## config.mk

```make
export PLATFORM = sky130hd
export DESIGN_NAME = sapc_control
export DESIGN_NICKNAME = d
export VERILOG_FILES = /design/src/rtl/sapc_pkg.sv /design/src/rtl/sapc_control.sv
export SDC_FILE = /design/constraint.sdc
export NUM_CORES = 1
export LEC_CHECK = 0
export BUFFER_PORTS_ARGS = -buffer_cell sky130_fd_sc_hd__clkbuf_2
export CAP_MARGIN = 20
export CORE_UTILIZATION = 55
export DETAILED_ROUTE_END_ITERATION = 8
export GPL_TIMING_DRIVEN = 0
export PLACE_DENSITY = 0.81
export SLEW_MARGIN = 20
export SYNTH_ARGS = -nofsm -noshare
export SYNTH_HDL_FRONTEND = slang
export SYNTH_SLANG_ARGS = --single-unit
export TNS_END_PERCENT = 5
```

## constraint.sdc

```tcl
create_clock -name core_clk_in -period 2.4 [get_ports core_clk_in]
set_input_delay 0.24 -clock core_clk_in [delete_from_list [all_inputs] [get_ports core_clk_in]]
set_output_delay 0.24 -clock core_clk_in [all_outputs]
set_load 0.02 [all_outputs]
```

## src/rtl/sapc_pkg.sv

```systemverilog
package sapc_pkg;
    localparam int          RESULT_WIDTH   = 12;
    localparam int          CLK_PERIOD_NS  = 50;
    // conversion time as printed, split over the bit decisions
    localparam int          CONV_TIME_NS   = 700;
    localparam int          STEP_CYCLES    = (CONV_TIME_NS / RESULT_WIDTH) / CLK_PERIOD_NS;
    localparam logic [3:0]  STEP_COUNT     = 4'(STEP_CYCLES < 1 ? 1 : STEP_CYCLES);
    localparam logic [3:0]  MSB_INDEX      = 4'hb;
    localparam logic [11:0] RESULT_RESET   = 12'h000;

    typedef enum logic [2:0] {
        SAPC_IDLE     = 3'b001,
        SAPC_SAMPLE   = 3'b010,
        SAPC_CONVERT  = 3'b100
    } sapc_state_type;

    typedef enum logic [1:0] {
        SAPC_AWAKE    = 2'b00,
        SAPC_NAP      = 2'b01,
        SAPC_SLEEP    = 2'b10
    } sapc_power_type;
endpackage : sapc_pkg

```

## src/rtl/sapc_control.sv

```systemverilog
`timescale 1ns/1ps
module sapc_control (
    // clock and reset
    input  wire logic                           core_clk_in,
    input  wire logic                           rst_n_in,
    // host control pins
    input  wire logic                           chip_select_n_in,
    input  wire logic                           read_n_in,
    input  wire logic                           conversion_start_n_in,
    input  wire logic                           power_down_n_in,
    input  wire logic                           shutdown_depth_select_in,
    // comparator decision for the bit under trial, already differential
    input  wire logic                           compare_high_in,
    // analog front end control
    output logic                                sample_hold_out,
    output logic [sapc_pkg::RESULT_WIDTH-1:0]   trial_word_out,
    output sapc_pkg::sapc_power_type            power_mode_out,
    // result port and status
    output logic                                busy_n_out,
    output logic [sapc_pkg::RESULT_WIDTH-1:0]   result_bus_out,
    output logic                                result_bus_oe_out
);
    import sapc_pkg::*;

    sapc_state_type          state;
    sapc_state_type          next_state;
    logic [11:0]             approximation_register;
    logic [11:0]             next_approximation_register;
    logic [11:0]             result_latch;
    logic [11:0]             next_result_latch;
    logic [3:0]              bit_index;
    logic [3:0]              next_bit_index;
    logic [3:0]              step_count;
    logic [3:0]              next_step_count;
    logic                    start_prev;
    logic                    start_fall;
    logic                    step_done;
    logic                    next_start_prev;
    logic [11:0]             trial_bit;
    // assertion helper: length of the current busy span
    logic [4:0]              busy_cycles;
    logic [4:0]              next_busy_cycles;

    function automatic logic [11:0] bit_mask(input logic [3:0] idx);
        bit_mask = 12'h001 << idx;
    endfunction : bit_mask

    // edge is tracked only while selected; a start already low when select falls counts as an edge
    assign start_fall = !chip_select_n_in && start_prev && !conversion_start_n_in;
    assign step_done  = (step_count == 4'h0);
    assign trial_bit  = bit_mask(bit_index);

    // the oscillator is the core clock; no host clock drives conversion
    always_comb begin
        next_state                  = state;
        next_approximation_register = approximation_register;
        next_result_latch           = result_latch;
        next_bit_index              = bit_index;
        next_step_count             = step_count;
        next_start_prev             = chip_select_n_in ? 1'b1 : conversion_start_n_in;
        unique case (state)
            SAPC_IDLE: begin
                if (start_fall && power_mode_out == SAPC_AWAKE) begin
                    next_state                  = SAPC_SAMPLE;
                    next_approximation_register = RESULT_RESET;
                    next_bit_index              = MSB_INDEX;
                    next_step_count             = STEP_COUNT - 4'h1;
                end
            end
            SAPC_SAMPLE: begin
                // one hold instant for both inputs
                next_state                  = SAPC_CONVERT;
                next_approximation_register = bit_mask(MSB_INDEX);
            end
            SAPC_CONVERT: begin
                // start edges are not looked at here
                if (step_done) begin
                    next_step_count = STEP_COUNT - 4'h1;
                    if (!compare_high_in) begin
                        next_approximation_register = approximation_register & ~trial_bit;
                    end
                    if (bit_index == 4'h0) begin
                        next_state        = SAPC_IDLE;
                        next_result_latch = next_approximation_register;
                    end else begin
                        next_bit_index              = bit_index - 4'h1;
                        next_approximation_register = next_approximation_register | bit_mask(bit_index - 4'h1);
                    end
                end else begin
                    next_step_count = step_count - 4'h1;
                end
            end
            default: begin
                next_state = SAPC_IDLE;
            end
        endcase
    end

    always_ff @(posedge core_clk_in or negedge rst_n_in) begin
        if (!rst_n_in) begin
            state                  <= SAPC_IDLE;
            approximation_register <= RESULT_RESET;
            result_latch           <= RESULT_RESET;
            bit_index              <= 4'h0;
            step_count             <= 4'h0;
            start_prev             <= 1'b1;
        end else begin
            state                  <= next_state;
            approximation_register <= next_approximation_register;
            result_latch           <= next_result_latch;
            bit_index              <= next_bit_index;
            step_count             <= next_step_count;
            start_prev             <= next_start_prev;
        end
    end

    // power mode follows pins; a conversion in flight finishes first
    always_comb begin
        if (power_down_n_in || state != SAPC_IDLE) begin
            power_mode_out = SAPC_AWAKE;
        end else if (shutdown_depth_select_in) begin
            power_mode_out = SAPC_NAP;
        end else begin
            power_mode_out = SAPC_SLEEP;
        end
    end

    assign busy_n_out        = (state == SAPC_IDLE);
    assign sample_hold_out   = (state == SAPC_IDLE);
    assign trial_word_out    = approximation_register;
    assign result_bus_out    = result_latch;
    assign result_bus_oe_out = !read_n_in && !chip_select_n_in;

    // counts busy-low cycles; it wraps after 31, which only a stuck conversion reaches
    always_comb begin
        next_busy_cycles = busy_n_out ? 5'h00 : busy_cycles + 5'h01;
    end

    always_ff @(posedge core_clk_in or negedge rst_n_in) begin
        if (!rst_n_in) begin
            busy_cycles <= 5'h00;
        end else begin
            busy_cycles <= next_busy_cycles;
        end
    end
endmodule : sapc_control

```

==> results.py, run 1 <==
metrics = {
    "status": {
        "status": "complete, no violations",
    },
    "clocking": {
        "clk_latency_ps": 360,
        "cts.reportedPaths.clkPinSlew_ps": 120,
        "cts_tree": "yes",
        "cts.sinks": 36,
        "cts.htree.levels": 2,
        "clk_path_buf_depth": 2,
        "clk_root_buffer_cell": "clkbuf_4",
        "numCtsBuffers": 5,
    },
    "sta": {
        "fmax_mhz": 452,
        "post-route-min-period_ps": 2210,
        "slew_violations": 0,
        "setup_viol": 0,
        "finalHoldViolCount": 0,
        "final.setup.tns_ps": 0,
        "timing.hold.ws_ps": 63.1,
        "period_share_pct": 92.3,
        "slew_headroom_pct": 41.9,
        "grt_setup_unrepaired": "false",
        "setup_ws_ps": 185,
        "worst_pin_slew_ps": 872,
        "fin_skew_ps": 15.3,
    },
    "setup_path": {
        "required_ps": 2640,
        "setup.worst_path.end": "result_bus_out[7]",
        "crit_chain": "inv_1 -> ha_1 -> nor3b_2 -> nand2_2 -> buf_6 -> mux2_4",
        "end_kind": "register",
        "crit_fanout": 10,
        "cp_slowest_stage_delay_ps": 490,
        "r2r_start": "bit_index[0]",
        "crit_path_top_delay_cell": "nor3b_2",
        "rrSetupSlack_ps": 190,
        "reg2reg_depth": 6,
        "crit_type": "reg2reg",
        "cp-start-kind": "register",
        "critPathArrivalTime_ps": 2460,
        "critPathLaunch": "bit_index[0]",
        "reg2reg_to": "result_bus_out[7]",
    },
    "logic_synthesis": {
        "syn_area_per_cell_um2": 11.1,
        "syn_area_mm2": 0.00199,
        "yosysWarnings": 0,
        "synth_ff_type": "dfrtp_1",
        "yosys.area.top_type": "dfrtp_1",
        "synth_seq_cells": 36,
        "netlist_instances": 179,
        "yosys-top-cells-area": "dfrtp_1 43%, mux2_4 7.5%, a32o_1 5.5%",
        "ys_seq_area_share_pct": 45.3,
        "synth_cell_types": 44,
        "synth_edf_count": 0,
        "synth_top_area_share_pct": 42.7,
        "synth_fp_nets": 194,
        "ys_async_sr_fraction_pct": 100,
    },
    "detailed_routing": {
        "firstDrtPassIters": 4,
        "drt_wl_total_um": 4540,
        "drt_iter0_drc": 82,
        "via_per_inst": 5.95,
        "drc": 0,
        "final_antenna_net_count": 0,
        "vias": 1607,
        "wl_per_cell_um": 16.8,
    },
    "placement": {
        "place_congestion": 0.893,
        "post-place-ws_ps": 249,
        "port_buffers": 36,
        "dp.final_hpwl_um": 3250,
    },
    "cells_and_area": {
        "nets": 238,
        "area_growth_pct": 16.4,
        "n_antenna_cell": 0,
        "drive_gt1_share_pct": 35.3,
        "utilization_pct": 68.0,
    },
    "floorplanning": {
        "die_width_um": 62.2,
        "ios": 37,
        "die_h_um": 62.2,
        "core_mm2": 0.00342,
        "placementRows": 21,
        "start_util_pct": 58.4,
        "dieArea_mm2": 0.00387,
    },
    "global_route": {
        "grt_pass1_vias": 1526,
        "grt_max_degree": 37,
        "grt_usage_pct": 26.4,
        "grt_overflow": 0,
        "antenna_found_initial": 0,
        "grt_pass1_wl_um": 7700,
    },
    "worst_hold_path": {
        "hold_class": "in2reg",
    },
    "pwr": {
        "power_density_mw_per_mm2": 505,
        "power.leakage_uw": 0.00113,
        "peakVddDrop_mv": 0.422,
    },
    "flow_run": {
        "max_cap_violations": 0,
    },
}
-- power breakdown --
group          switching, uW  total [uW]  internal [uW]  leakage [uW]
clock                    221         438            217     0.0000412
sequential              8.99         625            616      0.000480
combinational           69.7         111           40.8      0.000613
total                    299        1170            874       0.00113
-- layout make-up --
class | instances | area, um2
fillers | 271 | 1090
multi-input cells | 128 | 1020
flip-flops and latches | 36 | 903
repair buffers | 37 | 190
well taps | 46 | 57.6
plain buffers | 9 | 52.6
clock inverters | 3 | 42.5
clock buffers | 5 | 37.5
inverters | 6 | 22.5
-- metrics by stage --
step                      instances  cell area [um2]  power, uW
after floorplan                 179             1990        701
after global placement          261             2230        739
after detailed placement        261             2230        745
after CTS                       270             2320       1180
after global routing            270             2320       1220
final                           270             2320       1170
-- critical path, delay by kind of cell, from the launching register on --
family / cells / cell delay (ps)
flops: 1 / 480
simple gates: 2 / 660
mux: 1 / 300
fa+ha+maj: 1 / 310
buf+inv: 2 / 350
-- metal layers --
metal / share of wire [%] / wire length, um / global-route usage, % / vias to the layer above
met5: 0 / 0 / 0 / -
met4: 2.1 / 96 / 13.1 / 0
met3: 4.9 / 224 / 5.15 / 9
met2: 48 / 2200 / 41.6 / 56
met1: 44 / 2020 / 34.8 / 793
li1: - / - / - / 749
-- repair_timing --
action,CTS,global route
resized for setup,0,0
hold buffers,1,0
hold endpoints to repair,14,0
setup buffers,0,0
-- state kept, by name, indices dropped and copies added, names as in the netlist --
| name | flops |
|---|---|
| bit_index | 4 |
| result_bus_out | 12 |
| start_prev | 1 |
| state | 3 |
| step_count | 4 |
| trial_word_out | 12 |
-- synthesized netlist by cell type (all sizes together) (2+ instances only) --
library cell and instances:
ha 7, a21oi 5, o22a 2, buf 8, dfstp 2, nor3b 8
and3 4, a21boi 13, o22ai 3, dfrtp 34, mux2 13, a211o 2
o21ai 4, mux2i 2, o2bb2ai 2, nand3b 2, nand2 19, a31oi 2
nor3 6, a32o 11, inv 6, or2 3, nand2b 3, a21o 2
nor2 5
-- cell usage in the layout, fill, tap and decap left out, types with 5 or more instances in the layout --
master	netlist	final
clkbuf_2	0	36
dfrtp_1	34	34
buf_2	6	6
a21boi_0	12	12
nor2_1	5	5
a21oi_1	5	5
mux2_4	10	10
nor3_1	5	5
ha_1	7	7
a32o_1	11	11
inv_1	6	6
nand2_1	17	17
clkbuf_4	0	5
-- cells by family after synthesis --
kind of cell	count (synthesis)	share of synthesized area (%)
adder cells (fa/ha/maj)	7	4.39
AND/OR/NAND/NOR	56	17.1
buffers and inverters	15	3.76
XOR/XNOR	1	0.439
AO/OA/AOI/OAI	49	18.8
multiplexers	15	10.2
flip-flops	36	45.3
-- worst min path at each step --
stage | startpoint | to | cells after the start
detailed placement | rst_n_in | result_bus_out[2] | 1
finish | conversion_start_n_in | start_prev | 2
CTS | conversion_start_n_in | start_prev | 2
global placement | rst_n_in | result_bus_out[6] | 1
floorplan | rst_n_in | bit_index[0] | 0
global route | conversion_start_n_in | start_prev | 2
Note: power is estimated with default switching activity, not from simulation.
==> run 2: changes to the inputs <==
Settings changed: CTS_BUF_LIST from default to sky130_fd_sc_hd__clkbuf_4 sky130_fd_sc_hd__clkbuf_8 sky130_fd_sc_hd__clkbuf_16, MAX_ROUTING_LAYER from default to met4, TNS_END_PERCENT 5 to 100.
==> run 2 against run 1 <==
Clock-buffer cell count unchanged. Via count increased by 0.25%. Hold slack got worse by 0.98 ps. Die area unchanged. Sequential power about the same. Critical path type is now reg2out. Critical endpoint is now power_mode_out[0]. Largest cell class unchanged.
==> results.py, run 2 (synthesis results as in run 1) <==
metrics = {
    "setup_path": {
        "reg2reg_depth": 6,
        "critPathArrivalTime_ps": 1970,
        "crit_chain": "buf_2 -> inv_1 -> or3_1 -> nor3b_1 -> clkbuf_2",
        "crit_type": "reg2out",
        "reg2reg_to": "result_bus_out[3]",
        "rrSetupSlack_ps": 200,
        "end_kind": "primary output",
        "required_ps": 2160,
        "crit_fanout": 7,
        "critPathLaunch": "state[0]",
        "r2r_start": "bit_index[0]",
        "crit_path_top_delay_cell": "dfstp_2",
        "cp-start-kind": "register",
        "cp_slowest_stage_delay_ps": 530,
    },
    "floorplanning": {
        "core_mm2": 0.00342,
        "placementRows": 21,
        "die_width_um": 62.2,
        "start_util_pct": 58.4,
        "ios": 37,
        "dieArea_mm2": 0.00387,
        "die_h_um": 62.2,
    },
    "detailed_routing": {
        "vias": 1611,
        "wl_per_cell_um": 16.8,
        "final_antenna_net_count": 0,
        "drt_iter0_drc": 86,
        "via_per_inst": 5.97,
        "drc": 0,
        "drt_wl_total_um": 4520,
        "firstDrtPassIters": 4,
    },
    "sta": {
        "grt_setup_unrepaired": "false",
        "worst_pin_slew_ps": 876,
        "post-route-min-period_ps": 2210,
        "setup_viol": 0,
        "finalHoldViolCount": 0,
        "period_share_pct": 91.9,
        "slew_headroom_pct": 41.6,
        "fmax_mhz": 453,
        "slew_violations": 0,
        "fin_skew_ps": 11.4,
        "final.setup.tns_ps": 0,
    },
    "worst_hold_path": {
        "holdPathStages": 2,
        "min_to": "start_prev",
        "hold_path_startpoint": "conversion_start_n_in",
        "hold_class": "in2reg",
    },
    "global_route": {
        "grt_max_degree": 37,
        "grt_usage_pct": 27.2,
        "antenna_found_initial": 0,
        "grt_overflow": 0,
        "grt_pass1_vias": 1528,
        "grt_pass1_wl_um": 7690,
    },
    "cells_and_area": {
        "utilization_pct": 68.0,
        "final_common_cell": "clkbuf_2",
        "multi_input_area_mm2": 0.00102,
        "seq_area_um2": 903,
        "nets": 238,
        "stdcell_area_mm2": 0.00232,
        "area_growth_pct": 16.4,
        "mostFrequentLayoutCells": "36 x clkbuf_2, 34 x dfrtp_1, 17 x nand2_1",
        "n_antenna_cell": 0,
        "drive_gt1_share_pct": 35.3,
        "fillers": 271,
    },
    "clocking": {
        "cts_tree": "yes",
        "numCtsBuffers": 5,
        "cts.htree.levels": 2,
        "clk_latency_ps": 360,
        "clk_root_buffer_cell": "clkbuf_4",
        "cts.reportedPaths.clkPinSlew_ps": 120,
        "clk_path_buf_depth": 2,
        "cts.sinks": 36,
        "postCtsSetupBuffers": 0,
    },
    "pwr": {
        "power.total_uw": 1170,
        "power.leakage_uw": 0.00113,
        "power_density_mw_per_mm2": 505,
        "peakVddDrop_mv": 0.422,
    },
    "flow_run": {
        "max_cap_violations": 0,
    },
    "placement": {
        "place_congestion": 0.908,
        "port_buffers": 36,
        "dp.final_hpwl_um": 3250,
        "dpl_cell_area_mm2": 0.00223,
    },
    "status": {
        "status": "complete, no violations",
    },
}
[run 2: area by class of cell]
| type | instances | share of cell area (%) |
|---|---|---|
| Tap cell | 46 | 2.48 |
| Clock inverter | 3 | 1.83 |
| Sequential cell | 36 | 38.9 |
| Inverter | 6 | 0.970 |
| Buffer | 9 | 2.26 |
| Clock buffer | 5 | 1.62 |
| Timing Repair Buffer | 37 | 8.19 |
| Multi-Input combinational cell | 128 | 43.7 |
[run 2: per-stage QoR]
stage	instances	hold slack, ps	setup WS (ps)
finish	270	62.2	195
detailed placement	261	401	249
global placement	261	377	352
global route	270	63.0	31.8
floorplan	179	-55.6	512
CTS	270	57.3	174
[run 2: report_power, final]
part | leakage [uW] | switching (uW) | total, uW | internal, uW
clock network | 0.0000412 | 221 | 438 | 217
logic | 0.000613 | 69.3 | 110 | 40.8
registers | 0.000480 | 8.92 | 625 | 616
total | 0.00113 | 299 | 1170 | 874
[run 2: worst max path at each step]
stage	end	slack (ps)	depth (start not counted)
2_1_floorplan	power_mode_out[0]	510	4
3_3_place_gp	result_bus_out[7]	350	6
3_5_place_dp	result_bus_out[7]	250	6
4_1_cts	power_mode_out[0]	170	5
5_1_grt	power_mode_out[0]	30	5
6_report	power_mode_out[0]	190	5
[run 2: what timing repair did]
item | 4_1_cts | 5_1_grt
resized for setup | 0 | 0
endpoints found under the hold margin | 14 | 0
hold buffers | 1 | 0
[run 2: per-layer routing]
layer | GRT usage [%] | routed length (um) | share of wire [%] | vias to the layer above
met2 | 41.5 | 2210 | 49 | 52
met5 | - | 0 | 0 | -
met1 | 34.9 | 2010 | 44 | 802
met3 | 5.15 | 205 | 4.5 | 9
li1 | - | - | - | 748
met4 | 13.1 | 97 | 2.1 | 0
[run 2: critical path: cells and delay by family (launching register included)]
kind	cells	cell delay [ps]
buffers and inverters	3	480
and+or+nand+nor	2	610
DFF	1	530
==> run 3: changes to the inputs <==
Settings changed: CORE_UTILIZATION 55 to 50, PLACE_DENSITY 0.81 to 0.78.
Clock period 2.4 ns to 1.95 ns, I/O delays scaled along.
==> run 3 against run 2 <==
The flow now finishes with violations (negative hold slack, negative setup slack). Register-to-register slack got worse by 230 ps. Cell count increased by 3.3%. Utilization decreased by 1.2 points. Routed wire length increased by 4.1%. Setup slack got worse by 230 ps. Combinational power increased by 44%. Die area increased by 9.7%. Flip-flop and latch count unchanged. Via count increased by 0.99%. Hold slack got worse by 66 ps. Clock-buffer cell count unchanged. Sequential share of layout area decreased by 2.7 points. Critical endpoint is now result_bus_out[4].
==> results.py, run 3 (synthesis results as in run 1) <==
metrics = {
    "detailed_routing": {
        "firstDrtPassIters": 4,
        "drc": 0,
        "final_antenna_net_count": 0,
        "wl_per_cell_um": 16.9,
        "drt_iter0_drc": 106,
        "drt_wl_total_um": 4710,
        "vias": 1627,
        "via_per_inst": 5.83,
    },
    "clocking": {
        "cts.reportedPaths.clkPinSlew_ps": 80,
        "numCtsBuffers": 5,
        "clk_latency_ps": 300,
        "cts.htree.levels": 2,
        "cts.sinks": 36,
        "cts_tree": "yes",
        "postCtsHoldBufs": 0,
        "clk_path_buf_depth": 2,
        "clk_root_buffer_cell": "clkbuf_8",
    },
    "sta": {
        "final.setup.tns_ps": -255,
        "period_share_pct": 102,
        "worst_pin_slew_ps": 886,
        "fin_skew_ps": 9.67,
        "post-route-min-period_ps": 1980,
        "setup_ws_ps": -34.8,
        "finalHoldViolCount": 3,
        "setup_viol": 10,
        "slew_violations": 0,
        "grt_setup_unrepaired": "true",
        "timing.hold.ws_ps": -3.95,
        "fmax_mhz": 504,
        "slew_headroom_pct": 40.9,
    },
    "cells_and_area": {
        "area_growth_pct": 25.4,
        "n_antenna_cell": 0,
        "mostFrequentLayoutCells": "35 x clkbuf_2, 33 x dfrtp_1, 17 x nand2_1",
        "stdcell_area_mm2": 0.00250,
        "instances_no_fill": 279,
        "nets": 245,
        "drive_gt1_share_pct": 40.7,
        "final_common_cell": "clkbuf_2",
    },
    "pwr": {
        "p_int_uw": 1210,
        "switching_share_pct": 24.9,
        "pwr-share-seq_pct": 47.8,
        "peakVddDrop_mv": 0.641,
        "p_comb_share_pct": 9.8,
        "clock_power_share_pct": 42.4,
        "power.leakage_uw": 0.00122,
        "switchingPower_uw": 401,
        "power_density_mw_per_mm2": 643,
    },
    "placement": {
        "dpl_cell_area_mm2": 0.00223,
        "dp.final_hpwl_um": 3040,
        "port_buffers": 36,
        "placed_cells": 263,
        "place_congestion": 0.851,
    },
    "setup_path": {
        "crit_path_top_delay_cell": "or3b_4",
        "crit_buf_inv": 2,
        "cp_slowest_stage_delay_ps": 410,
        "crit_type": "reg2reg",
        "crit_chain": "inv_2 -> ha_4 -> or3b_4 -> nor3_4 -> nand2_4 -> clkbuf_16 -> mux2_4",
        "cp-start-kind": "register",
        "end_kind": "register",
        "required_ps": 2150,
        "critPathArrivalTime_ps": 2180,
        "crit_family": "simple AND/OR/NAND/NOR gates",
        "crit_fanout": 5,
    },
    "floorplanning": {
        "core_mm2": 0.00374,
        "dieArea_mm2": 0.00425,
        "start_util_pct": 53.3,
        "placementRows": 22,
        "ios": 37,
        "die_h_um": 65.2,
        "die_width_um": 65.2,
    },
    "global_route": {
        "grt_pass1_wl_um": 7400,
        "grt_usage_pct": 24.4,
        "grt_max_degree": 37,
        "grt_overflow": 0,
        "antenna_found_initial": 0,
        "grt_pass1_vias": 1526,
    },
    "flow_run": {
        "max_cap_violations": 0,
    },
    "status": {
        "violations": "negative hold slack, negative setup slack",
        "status": "complete, but fails checks",
    },
    "worst_hold_path": {
        "hold_class": "in2async",
    },
}
==> run 3: cell count changes in the layout (fill, tap and decap cells not counted), sizes merged <==
cell	delta
buf	+7
clkinv	-1
dlygate4sd3	-1
clkbuf	+1
inv	+1
==> run 3: routing by layer <==
layer | track usage (%) | vias up | wire length [um]
met3 | 5.38 | 5 | 291
met2 | 36.3 | 56 | 2220
met5 | - | - | 0
met1 | 32.5 | 806 | 2130
met4 | 9.78 | 0 | 59
li1 | - | 760 | -
==> run 3: stage by stage <==
step	util, %	power, uW	worst slack [ps]	hold slack (ps)
2_1_floorplan	-	863	107	-101
3_3_place_gp	59.7	913	-153	361
3_5_place_dp	59.7	914	-177	359
4_1_cts	63.7	1600	6.86	24.8
5_1_grt	66.8	1670	-96.6	70.9
6_report	66.8	1610	-34.8	-3.95
==> run 3: cell type report <==
type	count	area (um2)
fillers	300	1240
multi-input cells	128	1070
flip-flops and latches	36	905
repair buffers	45	268
clock buffers	5	68.8
well taps	48	60.1
plain buffers	8	56.3
clock inverters	3	46.3
inverters	6	22.5
==> run 3: worst reg2reg max path, delay by kind of cell, from the launching register on <==
kind                       cells  cell delay (ps)
DFF                            1              390
muxes                          1              290
and+or+nand+nor                3              770
buffers and inverters          2              280
adders and majority gates      1              140
==> run 3: timing repair <==
action	CTS	global route
resized for setup	6	11
setup endpoints to repair	28	25
setup buffers	2	6
cloned	0	1
pin swaps	0	2
==> run 3: worst paths after layout <==
| kind | slack, ps | cells past startpoint | from | end |
|---|---|---|---|---|
| worst max-delay path | -30 | 7 | step_count[1] | result_bus_out[4] |
| worst min-delay path | -4 | 1 | rst_n_in | result_bus_out[5] |
| worst max register to register | -30 | 7 | step_count[1] | result_bus_out[4] |
| worst min register to register | 510 | 1 | result_bus_out[11] | result_bus_out[11] |
| max in group asynchronous | 1340 | 1 | rst_n_in | bit_index[0] |
| min in group core_clk_in | 100 | 2 | conversion_start_n_in | start_prev |
==> run 3: power groups by stage <==
stage                     combinational (uW)  sequential [uW]  clock (uW)
final                                    158              769         682
after global routing                     174              771         723
after CTS                                138              769         690
after detailed placement                 132              782           0
after global placement                   131              782           0
after floorplan                         79.8              783           0
